File: config.mk
export PLATFORM = sky130hd
export DESIGN_NAME = arb_result_regs
export DESIGN_NICKNAME = d
export VERILOG_FILES = /design/src/design/arb_result_regs.v /design/src/design/arb_result_mem.v
export VERILOG_INCLUDE_DIRS = /design/src /design/src/design
export SDC_FILE = /design/constraint.sdc
export NUM_CORES = 1
export LEC_CHECK = 0
export BUFFER_PORTS_ARGS = -buffer_cell sky130_fd_sc_hd__buf_4
export CELL_PAD_IN_SITES_DETAIL_PLACEMENT = 1
export CELL_PAD_IN_SITES_GLOBAL_PLACEMENT = 1
export CORE_MARGIN = 2
export CORE_UTILIZATION = 50
export CTS_BUF_LIST = sky130_fd_sc_hd__clkbuf_8
export DETAILED_ROUTE_END_ITERATION = 10
export HOLD_SLACK_MARGIN = 0.05
export PLACE_DENSITY_LB_ADDON = 0.3
export SYNTH_ARGS = -nofsm -noshare
export SYNTH_HDL_FRONTEND = slang
export SYNTH_HIERARCHICAL = 1
export SYNTH_SLANG_ARGS = --single-unit
File: constraint.sdc
create_clock -name i_clk -period 3.5 [get_ports i_clk]
set_input_delay 0.35 -clock i_clk [delete_from_list [all_inputs] [get_ports i_clk]]
set_output_delay 0.35 -clock i_clk [all_outputs]
set_load 0.01 [all_outputs]
File: src/design/arb_readout_regs.vh
// Constants for the conversion result readout register bank
`ifndef ARB_READOUT_REGS_VH
`define ARB_READOUT_REGS_VH

// Geometry
`define ARB_NCH 5
`define ARB_ADDR_W 6
`define ARB_RES_W 24

// Normal map: channel block base and stride (tag, high, mid, low)
`define ARB_NRM_FIRST 6'h04
`define ARB_NRM_STRIDE 6'h04

// Compact map: high and mid bytes packed two per channel
`define ARB_CMP_FIRST 6'h02
`define ARB_CMP_STRIDE 6'h02

// Field codes inside a channel block (low address bits, normal map)
`define ARB_FLD_TAG 2'h0
`define ARB_FLD_HIGH 2'h1
`define ARB_FLD_MID 2'h2
`define ARB_FLD_LOW 2'h3

// Result byte positions inside the 24-bit result
`define ARB_HIGH_MSB 23
`define ARB_HIGH_LSB 16
`define ARB_MID_MSB 15
`define ARB_MID_LSB 8
`define ARB_LOW_MSB 7
`define ARB_LOW_LSB 0

// Channel indices
`define ARB_CH_I1 3'h0
`define ARB_CH_V1 3'h1
`define ARB_CH_I2 3'h2
`define ARB_CH_V2 3'h3
`define ARB_CH_I3 3'h4

// Constant channel tags
`define ARB_TAG_I1 8'h02
`define ARB_TAG_V1 8'h03
`define ARB_TAG_I2 8'h04
`define ARB_TAG_V2 8'h05
`define ARB_TAG_I3 8'h06

// Product variant codes
`define ARB_VAR_3CH 2'h0
`define ARB_VAR_4CH 2'h1
`define ARB_VAR_7CH 2'h2

// Reset value of every result byte and of the read data output
`define ARB_RST_DATA 8'h00

`endif

File: src/design/arb_result_regs.v
// Read-only conversion result register bank with compact addressing
`timescale 1ns/100ps
`include "arb_readout_regs.vh"

module arb_result_regs (
    // Clock and reset
    input wire i_clk,
    input wire i_resetn,
    // Mode and product variant
    input wire i_compact_mode,
    input wire [1:0] i_variant,
    // Conversion results from the filters
    input wire i_res_valid,
    input wire [2:0] i_res_chan,
    input wire [23:0] i_res_data,
    input wire i_frame_strobe,
    // Host read port
    input wire i_burst_active,
    input wire i_rd_strobe,
    input wire [5:0] i_rd_addr,
    output reg o_rd_valid,
    output reg o_rd_hit,
    output reg [7:0] o_rd_data,
    // Interrupt controller side effect
    output reg o_rdy_clear
);

    ////////////////////////////////////////////////////////////////////
    // Declarations

    // Timing of one byte read, counted from the strobe cycle:
    //   cycle 0  strobe and address are decoded, memory read starts
    //   cycle 1  decode and memory word sit side by side in stage 1
    //   cycle 2  answer, hit flag and ready-clear pulse stand here
    // The port never stalls, so strobes may follow one another on
    // every cycle and each one gets exactly one answer.

    // Bank holding the frame the host sees
    reg active_bank;
    // A frame finished while a burst was running
    reg flip_pending;
    // Per bank, per channel: written at least once since reset
    reg [4:0] loaded_bank0;
    reg [4:0] loaded_bank1;
    // A data read has already been seen in this frame
    reg read_seen;

    // Address decode
    wire [4:0] hit_nrm;
    wire [4:0] hit_cmp;
    wire [4:0] present;
    reg [4:0] hit_vec;
    reg [2:0] sel_chan;
    reg [1:0] sel_field;
    reg sel_hit;
    reg sel_loaded;

    // Stage 1 of the read pipeline
    reg p1_valid;
    reg p1_hit;
    reg [2:0] p1_chan;
    reg [1:0] p1_field;
    reg p1_loaded;

    // Memory ports
    wire mem_we;
    wire [3:0] mem_waddr;
    wire [3:0] mem_raddr;
    wire [23:0] mem_rdata;

    // Frame flip and read data selection
    wire flip_now;
    reg [7:0] next_rd_data;
    reg [7:0] tag_byte;
    integer k;

    ////////////////////////////////////////////////////////////////////
    // Per-channel address match in both maps
    // Normal map: each channel owns an aligned block of four bytes,
    // tag first, then high, middle and low result byte.
    // Compact map: each channel owns an aligned pair, high then
    // middle, so a host can fetch the upper bytes of every channel
    // in one short burst. Tag and low bytes have no compact address.

    genvar g;
    generate
        for (g = 0; g < `ARB_NCH; g = g + 1) begin : gen_chan
            localparam integer NRM_BASE = `ARB_NRM_FIRST
                + g * `ARB_NRM_STRIDE;
            localparam integer CMP_BASE = `ARB_CMP_FIRST
                + g * `ARB_CMP_STRIDE;
            // Normal map: four bytes per channel block
            assign hit_nrm[g] = (i_rd_addr[5:2] == NRM_BASE[5:2]);
            // Compact map: high and mid only, two bytes per channel
            assign hit_cmp[g] = (i_rd_addr[5:1] == CMP_BASE[5:1]);
            // Upper three channels absent on the three-channel part
            assign present[g] = (g < 2) ||
                (i_variant != `ARB_VAR_3CH);
        end
    endgenerate

    ////////////////////////////////////////////////////////////////////
    // Select channel and field from the matched address
    always @* begin
        hit_vec = present & (i_compact_mode ? hit_cmp : hit_nrm);
        sel_hit = |hit_vec;
        sel_chan = 3'h0;
        // The maps never overlap, so at most one match bit is set
        for (k = 0; k < `ARB_NCH; k = k + 1) begin
            if (hit_vec[k]) begin
                sel_chan = k[2:0];
            end
        end
        // Compact addresses can only name high or mid, so tag and
        // low bytes have no address at all in that mode
        if (i_compact_mode) begin
            sel_field = i_rd_addr[0] ? `ARB_FLD_MID : `ARB_FLD_HIGH;
        end else begin
            sel_field = i_rd_addr[1:0];
        end
        // Reads of a never-written entry show the reset value
        if (active_bank) begin
            sel_loaded = loaded_bank1[sel_chan];
        end else begin
            sel_loaded = loaded_bank0[sel_chan];
        end
    end

    ////////////////////////////////////////////////////////////////////
    // Result memory: new results go to the hidden bank
    // Two banks of eight words: the upper address bit picks the
    // bank, the lower bits the channel. Only five words per bank are
    // used; the rest keep the memory a power of two deep.

    assign mem_we = i_res_valid && (i_res_chan < 3'h5);
    assign mem_waddr = {~active_bank, i_res_chan};
    assign mem_raddr = {active_bank, sel_chan};

    arb_result_mem i_arb_result_mem (
        .i_clk(i_clk),
        .i_resetn(i_resetn),
        .i_we(mem_we),
        .i_waddr(mem_waddr),
        .i_wdata(i_res_data),
        .i_raddr(mem_raddr),
        .o_rdata(mem_rdata)
    );

    ////////////////////////////////////////////////////////////////////
    // Frame flip: never while a burst runs, so a burst sees one frame.
    // The cost is that a late burst may read a frame one step old.
    // Limitation: if two frames end while one burst runs, only the
    // newer one is ever shown; the older results are overwritten in
    // the hidden bank before the host can see them.

    assign flip_now = (i_frame_strobe || flip_pending) &&
        !i_burst_active;

    always @(posedge i_clk) begin
        if (!i_resetn) begin
            active_bank <= 1'b0;
            flip_pending <= 1'b0;
        end else begin
            if (flip_now) begin
                active_bank <= ~active_bank;
                flip_pending <= 1'b0;
            end else if (i_frame_strobe) begin
                flip_pending <= 1'b1;
            end
        end
    end

    ////////////////////////////////////////////////////////////////////
    // Loaded flags, set as each channel's result is written
    // The memory itself has no reset, so these flags stand in for
    // it: a word not written since reset reads as the reset value.
    always @(posedge i_clk) begin
        if (!i_resetn) begin
            loaded_bank0 <= 5'h00;
            loaded_bank1 <= 5'h00;
        end else if (mem_we) begin
            if (active_bank) begin
                loaded_bank0[i_res_chan] <= 1'b1;
            end else begin
                loaded_bank1[i_res_chan] <= 1'b1;
            end
        end
    end

    ////////////////////////////////////////////////////////////////////
    // Read pipeline stage 1: decode registered beside the memory read
    always @(posedge i_clk) begin
        if (!i_resetn) begin
            p1_valid <= 1'b0;
            p1_hit <= 1'b0;
            p1_chan <= 3'h0;
            p1_field <= `ARB_FLD_TAG;
            p1_loaded <= 1'b0;
        end else begin
            p1_valid <= i_rd_strobe;
            p1_hit <= i_rd_strobe && sel_hit;
            p1_chan <= sel_chan;
            p1_field <= sel_field;
            p1_loaded <= sel_loaded;
        end
    end

    ////////////////////////////////////////////////////////////////////
    // Constant tag per channel
    // Tags are fixed by channel, not stored, so they read the same in
    // every frame and straight after reset.
    always @* begin
        case (p1_chan)
            `ARB_CH_I1: tag_byte = `ARB_TAG_I1;
            `ARB_CH_V1: tag_byte = `ARB_TAG_V1;
            `ARB_CH_I2: tag_byte = `ARB_TAG_I2;
            `ARB_CH_V2: tag_byte = `ARB_TAG_V2;
            `ARB_CH_I3: tag_byte = `ARB_TAG_I3;
            default: tag_byte = `ARB_RST_DATA;
        endcase
    end

    ////////////////////////////////////////////////////////////////////
    // Byte selection; the four-channel part returns stored data for
    // current2 and current3, which the host is expected to ignore
    // Refused reads (unmapped address, absent channel, or a tag or
    // low byte in compact mode) leave p1_hit low and answer 0x00.
    always @* begin
        next_rd_data = `ARB_RST_DATA;
        if (p1_hit) begin
            case (p1_field)
                `ARB_FLD_TAG: begin
                    next_rd_data = tag_byte;
                end
                `ARB_FLD_HIGH: begin
                    if (p1_loaded) begin
                        next_rd_data =
                            mem_rdata[`ARB_HIGH_MSB:`ARB_HIGH_LSB];
                    end
                end
                `ARB_FLD_MID: begin
                    if (p1_loaded) begin
                        next_rd_data =
                            mem_rdata[`ARB_MID_MSB:`ARB_MID_LSB];
                    end
                end
                `ARB_FLD_LOW: begin
                    if (p1_loaded) begin
                        next_rd_data =
                            mem_rdata[`ARB_LOW_MSB:`ARB_LOW_LSB];
                    end
                end
                default: begin
                    next_rd_data = `ARB_RST_DATA;
                end
            endcase
        end
    end

    ////////////////////////////////////////////////////////////////////
    // Read answer registers
    always @(posedge i_clk) begin
        if (!i_resetn) begin
            o_rd_valid <= 1'b0;
            o_rd_hit <= 1'b0;
            o_rd_data <= `ARB_RST_DATA;
        end else begin
            o_rd_valid <= p1_valid;
            o_rd_hit <= p1_hit;
            o_rd_data <= next_rd_data;
        end
    end

    ////////////////////////////////////////////////////////////////////
    // Ready-clear: one pulse for the first data read of each frame.
    // A flip clears the seen flag and wins over a read in that cycle,
    // since the read in flight belongs to the frame just retired.
    always @(posedge i_clk) begin
        if (!i_resetn) begin
            read_seen <= 1'b0;
            o_rdy_clear <= 1'b0;
        end else begin
            o_rdy_clear <= p1_hit && !read_seen;
            if (flip_now) begin
                read_seen <= 1'b0;
            end else if (p1_hit) begin
                read_seen <= 1'b1;
            end
        end
    end

endmodule

File: src/design/arb_result_mem.v
// Two-bank result memory, one write port, registered read port
`timescale 1ns/100ps

module arb_result_mem (
    // Clock and reset
    input wire i_clk,
    input wire i_resetn,
    // Write port
    input wire i_we,
    input wire [3:0] i_waddr,
    input wire [23:0] i_wdata,
    // Read port
    input wire [3:0] i_raddr,
    output reg [23:0] o_rdata
);

    reg [23:0] mem [0:15];

    ////////////////////////////////////////////////////////////////////
    // Storage has no reset; the caller masks entries never written
    always @(posedge i_clk) begin
        if (i_we) begin
            mem[i_waddr] <= i_wdata;
        end
    end

    ////////////////////////////////////////////////////////////////////
    // Read data leaves through a register
    always @(posedge i_clk) begin
        if (!i_resetn) begin
            o_rdata <= 24'h000000;
        end else begin
            o_rdata <= mem[i_raddr];
        end
    end

endmodule

==> summary.txt <==
Status
  – Outcome: finished clean

Floorplan
  – Die Y: between 150 and 200 um
  – I/O pin count: 53
  – Row count: between 60 and 70
  – Initial Utilization: about half
  – Die Width: roughly 190 um
  – Die area: ~36000 sq um
  – Std-Cell Core Area: between 30000 and 40000 sq um

CTS
  – CTS tree: built
  – Total CTS buffers: 73
  – CTS Hold Bufs: 29
  – CTS clk-pin slew, worst paths: about 60 ps
  – Clock sink count: between 400 and 500
  – CTS H-tree lvls: 3
  – Worst-Skew Late Latency: ~630 ps
  – Root cell of the clock tree: clkbuf_8
  – CTS resizes: 0
  – CTS max path bufs: 3
  – Post-CTS Setup Inserts: 0

STA
  – Slew Limit Headroom: between 20 and 30%
  – Slew Limit Fails: 0
  – Min cycle time layout: ~2400 ps
  – Post-route setup slack: about 1100 ps
  – Final Hold Fails: 0
  – Crit share post-route: between 60% and 70%
  – Hold Slack: roughly 120 ps
  – Peak Freq: ~0.42 GHz
  – Skew final: 26.6 ps
  – Setup TNS: 0 ps
  – Worst-Margin Slew: between 1000 and 1500 ps
  – RSZ-0062 raised after global routing: no
  – Final Setup Violations: 0

Min path
  – Hold path cells: 2
  – Worst Hold Class: in -> reg

Synthesis
  – Avg Inst Size Synth: 17.3 sq um
  – Yosys warning count: 6
  – Post-synthesis sequential area ratio: 74.1%
  – Main flop type after synthesis: edfxtp_1
  – Yosys cell types: 53
  – EDFF count, synth: roughly 380
  – Cell count after synthesis: between 900 and 1000
  – Post-Syn Nets: between 1000 and 1500
  – Post-Syn Area: 17100 sq um
  – Synthesis-stage register bit count: 440
  – Post-synth ARST share: 0%

Routing
  – Drt total wl: just over 40000 um
  – # DRC: 0
  – Via count: approximately 9500
  – 1st-iter DRT viols: 786
  – TritonRoute pass-1 iters: 5
  – Highest metal used: met4
  – Met3 WL post-DR: about 2400 um
  – Routed len/inst: between 20 and 30 um
  – Via-per-instance ratio: 5.83
  – Routed Antenna Nets: 0
  – Met2 WL: 20000 um
  – DRT met1 WL: 18100 um

Global routing
  – Initial antenna violation count: 1
  – GRT overflow: 0
  – Largest net degree at the start of global routing: between 60 and 70
  – GRT Total Usage: between 20% and 30%
  – Vias in the first global route: between 10000 and 15000
  – Global-route wire length before repair: 62000 um

Power
  – Pwr dens: around 530 nW/um^2
  – Overall Power: ~10 mW
  – Leakage Power: approximately 6.4 nW
  – Worst VDD drop: a little under 0.3 mV

Cells and area
  – Nets: roughly 1200
  – Area Overhead vs Synth: 14.7%
  – Share of cells above drive strength 1: 19.0%

Placement
  – Hpwl dp: between 20000 and 25000 um
  – GPL Wtd Cong: around 0.76
  – Pre-CTS setup slack: ~770 ps
  – # port buffers: 52

Worst setup path
  – Required time of the critical path: approximately 3800 ps
  – WS Path Type: reg -> reg
  – Critical path endpoint category: flip-flop
  – R2R depth: 4
  – Worst Setup Start Kind: flip-flop
  – Crit-path max FO: 14
  – WP data arrival: 2690 ps

Job
  – Max-cap violations: 0
## state kept, by name, summed over array words and instances, names as in the netlist
register                  count
read_seen                     1
i_arb_result_mem/mem        384
loaded_bank0                  5
p1_loaded                     1
loaded_bank1                  5
flip_pending                  1
i_arb_result_mem/o_rdata     24
p1_chan                       3
active_bank                   1
p1_hit                        1
o_rdy_clear                   1
o_rd_hit                      1
p1_valid                      1
o_rd_valid                    1
p1_field                      2
o_rd_data                     8
## per-layer routing
metal	global-route usage [%]	up-vias
met1	32.0	4895
met3	5.16	94
met4	9.34	0
met2	38.1	323
li1	-	4183
met5	0	-
## power breakdown
| group | switching, mW | total, mW | internal (mW) |
|---|---|---|---|
| Combinational | 0.356 | 0.575 | 0.219 |
| Sequential | 0.0354 | 5.82 | 5.79 |
| Clock | 2.02 | 4.03 | 2.01 |
## cell type report
type                       instances  area, sq um
antenna                            1         2.50
clock buffer                      75         1030
tap                              448          561
clock inverter                    55          256
sequential                       440        12700
inverter                           7         26.3
timing repair buffer             114          978
multi-input combinational        488         4080
fill                            3054        14000
## stage by stage
stage / util [%] / cells / instance area [sq um]
CTS: 58.3 / 1627 / 19600
global placement: 53.6 / 1468 / 18000
global route: 58.3 / 1627 / 19600
detailed placement: 53.6 / 1468 / 18000
floorplan: - / 989 / 17100
finish: 58.3 / 1628 / 19600
## logic make-up (layout without fill, tap and decap cells)
| logic type | after synthesis | in the layout | share of synthesized area (%) |
|---|---|---|---|
| AOI/OAI and AO/OA | 166 | 166 | 6.80 |
| other | 0 | 1 | 0 |
| muxes | 190 | 190 | 12.3 |
| and+or+nand+nor | 129 | 129 | 3.83 |
| xor gates and xnor gates | 3 | 3 | 0.154 |
| buffers and inverters | 61 | 251 | 2.84 |
| DFF | 440 | 440 | 74.1 |
## Yosys cell counts, types with 3 or more instances
| master | instances | area, sq um |
|---|---|---|
| a21oi_1 | 9 | 45.0 |
| a221oi_1 | 13 | 114 |
| a22oi_1 | 76 | 571 |
| a31oi_1 | 4 | 25.0 |
| and2_1 | 8 | 50.1 |
| and3_1 | 3 | 18.8 |
| buf_12 | 7 | 140 |
| buf_2 | 7 | 35.0 |
| buf_6 | 12 | 135 |
| buf_8 | 3 | 45.0 |
| clkbuf_1 | 20 | 75.1 |
| dfxtp_1 | 56 | 1120 |
| edfxtp_1 | 384 | 11500 |
| inv_1 | 6 | 22.5 |
| mux2_2 | 9 | 101 |
| mux2i_1 | 165 | 1650 |
| mux4_2 | 14 | 315 |
| nand2_1 | 44 | 165 |
| nand2b_1 | 4 | 25.0 |
| nand3_1 | 3 | 15.0 |
| nand3b_1 | 3 | 22.5 |
| nor2_1 | 27 | 101 |
| nor2b_1 | 19 | 119 |
| nor3_1 | 7 | 35.0 |
| nor3b_1 | 3 | 22.5 |
| o21ai_0 | 7 | 35.0 |
| o21ai_1 | 30 | 150 |
| o221ai_1 | 3 | 26.3 |
| o22ai_1 | 11 | 68.8 |
## final timing paths
kind	from	slack [ps]	to
setup reg to reg	active_bank	1130	i_arb_result_mem/mem[6][0]
setup / recovery	active_bank	1130	i_arb_result_mem/mem[6][0]
hold reg to reg	read_seen	410	o_rdy_clear
hold / removal	i_resetn	120	loaded_bank1[1]
## worst max-delay path: stages, from the launching register on
cell and delay (ps):
dfxtp_1 420, inv_1 190, nand3b_1 420, nor2_4 720, buf_4 310
## layout by cell type, fill, tap and decap left out, types with 4 or more instances in the layout
cell	count
a21oi_1	9
a221oi_1	13
a22oi_1	76
a31oi_1	4
and2_1	8
buf_12	4
buf_4	81
clkbuf_8	75
clkinv_1	18
dfxtp_1	56
dlygate4sd3_1	29
edfxtp_1	384
inv_1	34
mux2_2	9
mux2i_1	165
mux4_2	14
nand2_1	43
nand2b_1	4
nor2_1	14
nor2_4	13
nor2b_1	17
nor3_2	4
o21ai_0	7
o21ai_1	30
o22ai_1	11
Power figures use the tool's default switching activity.
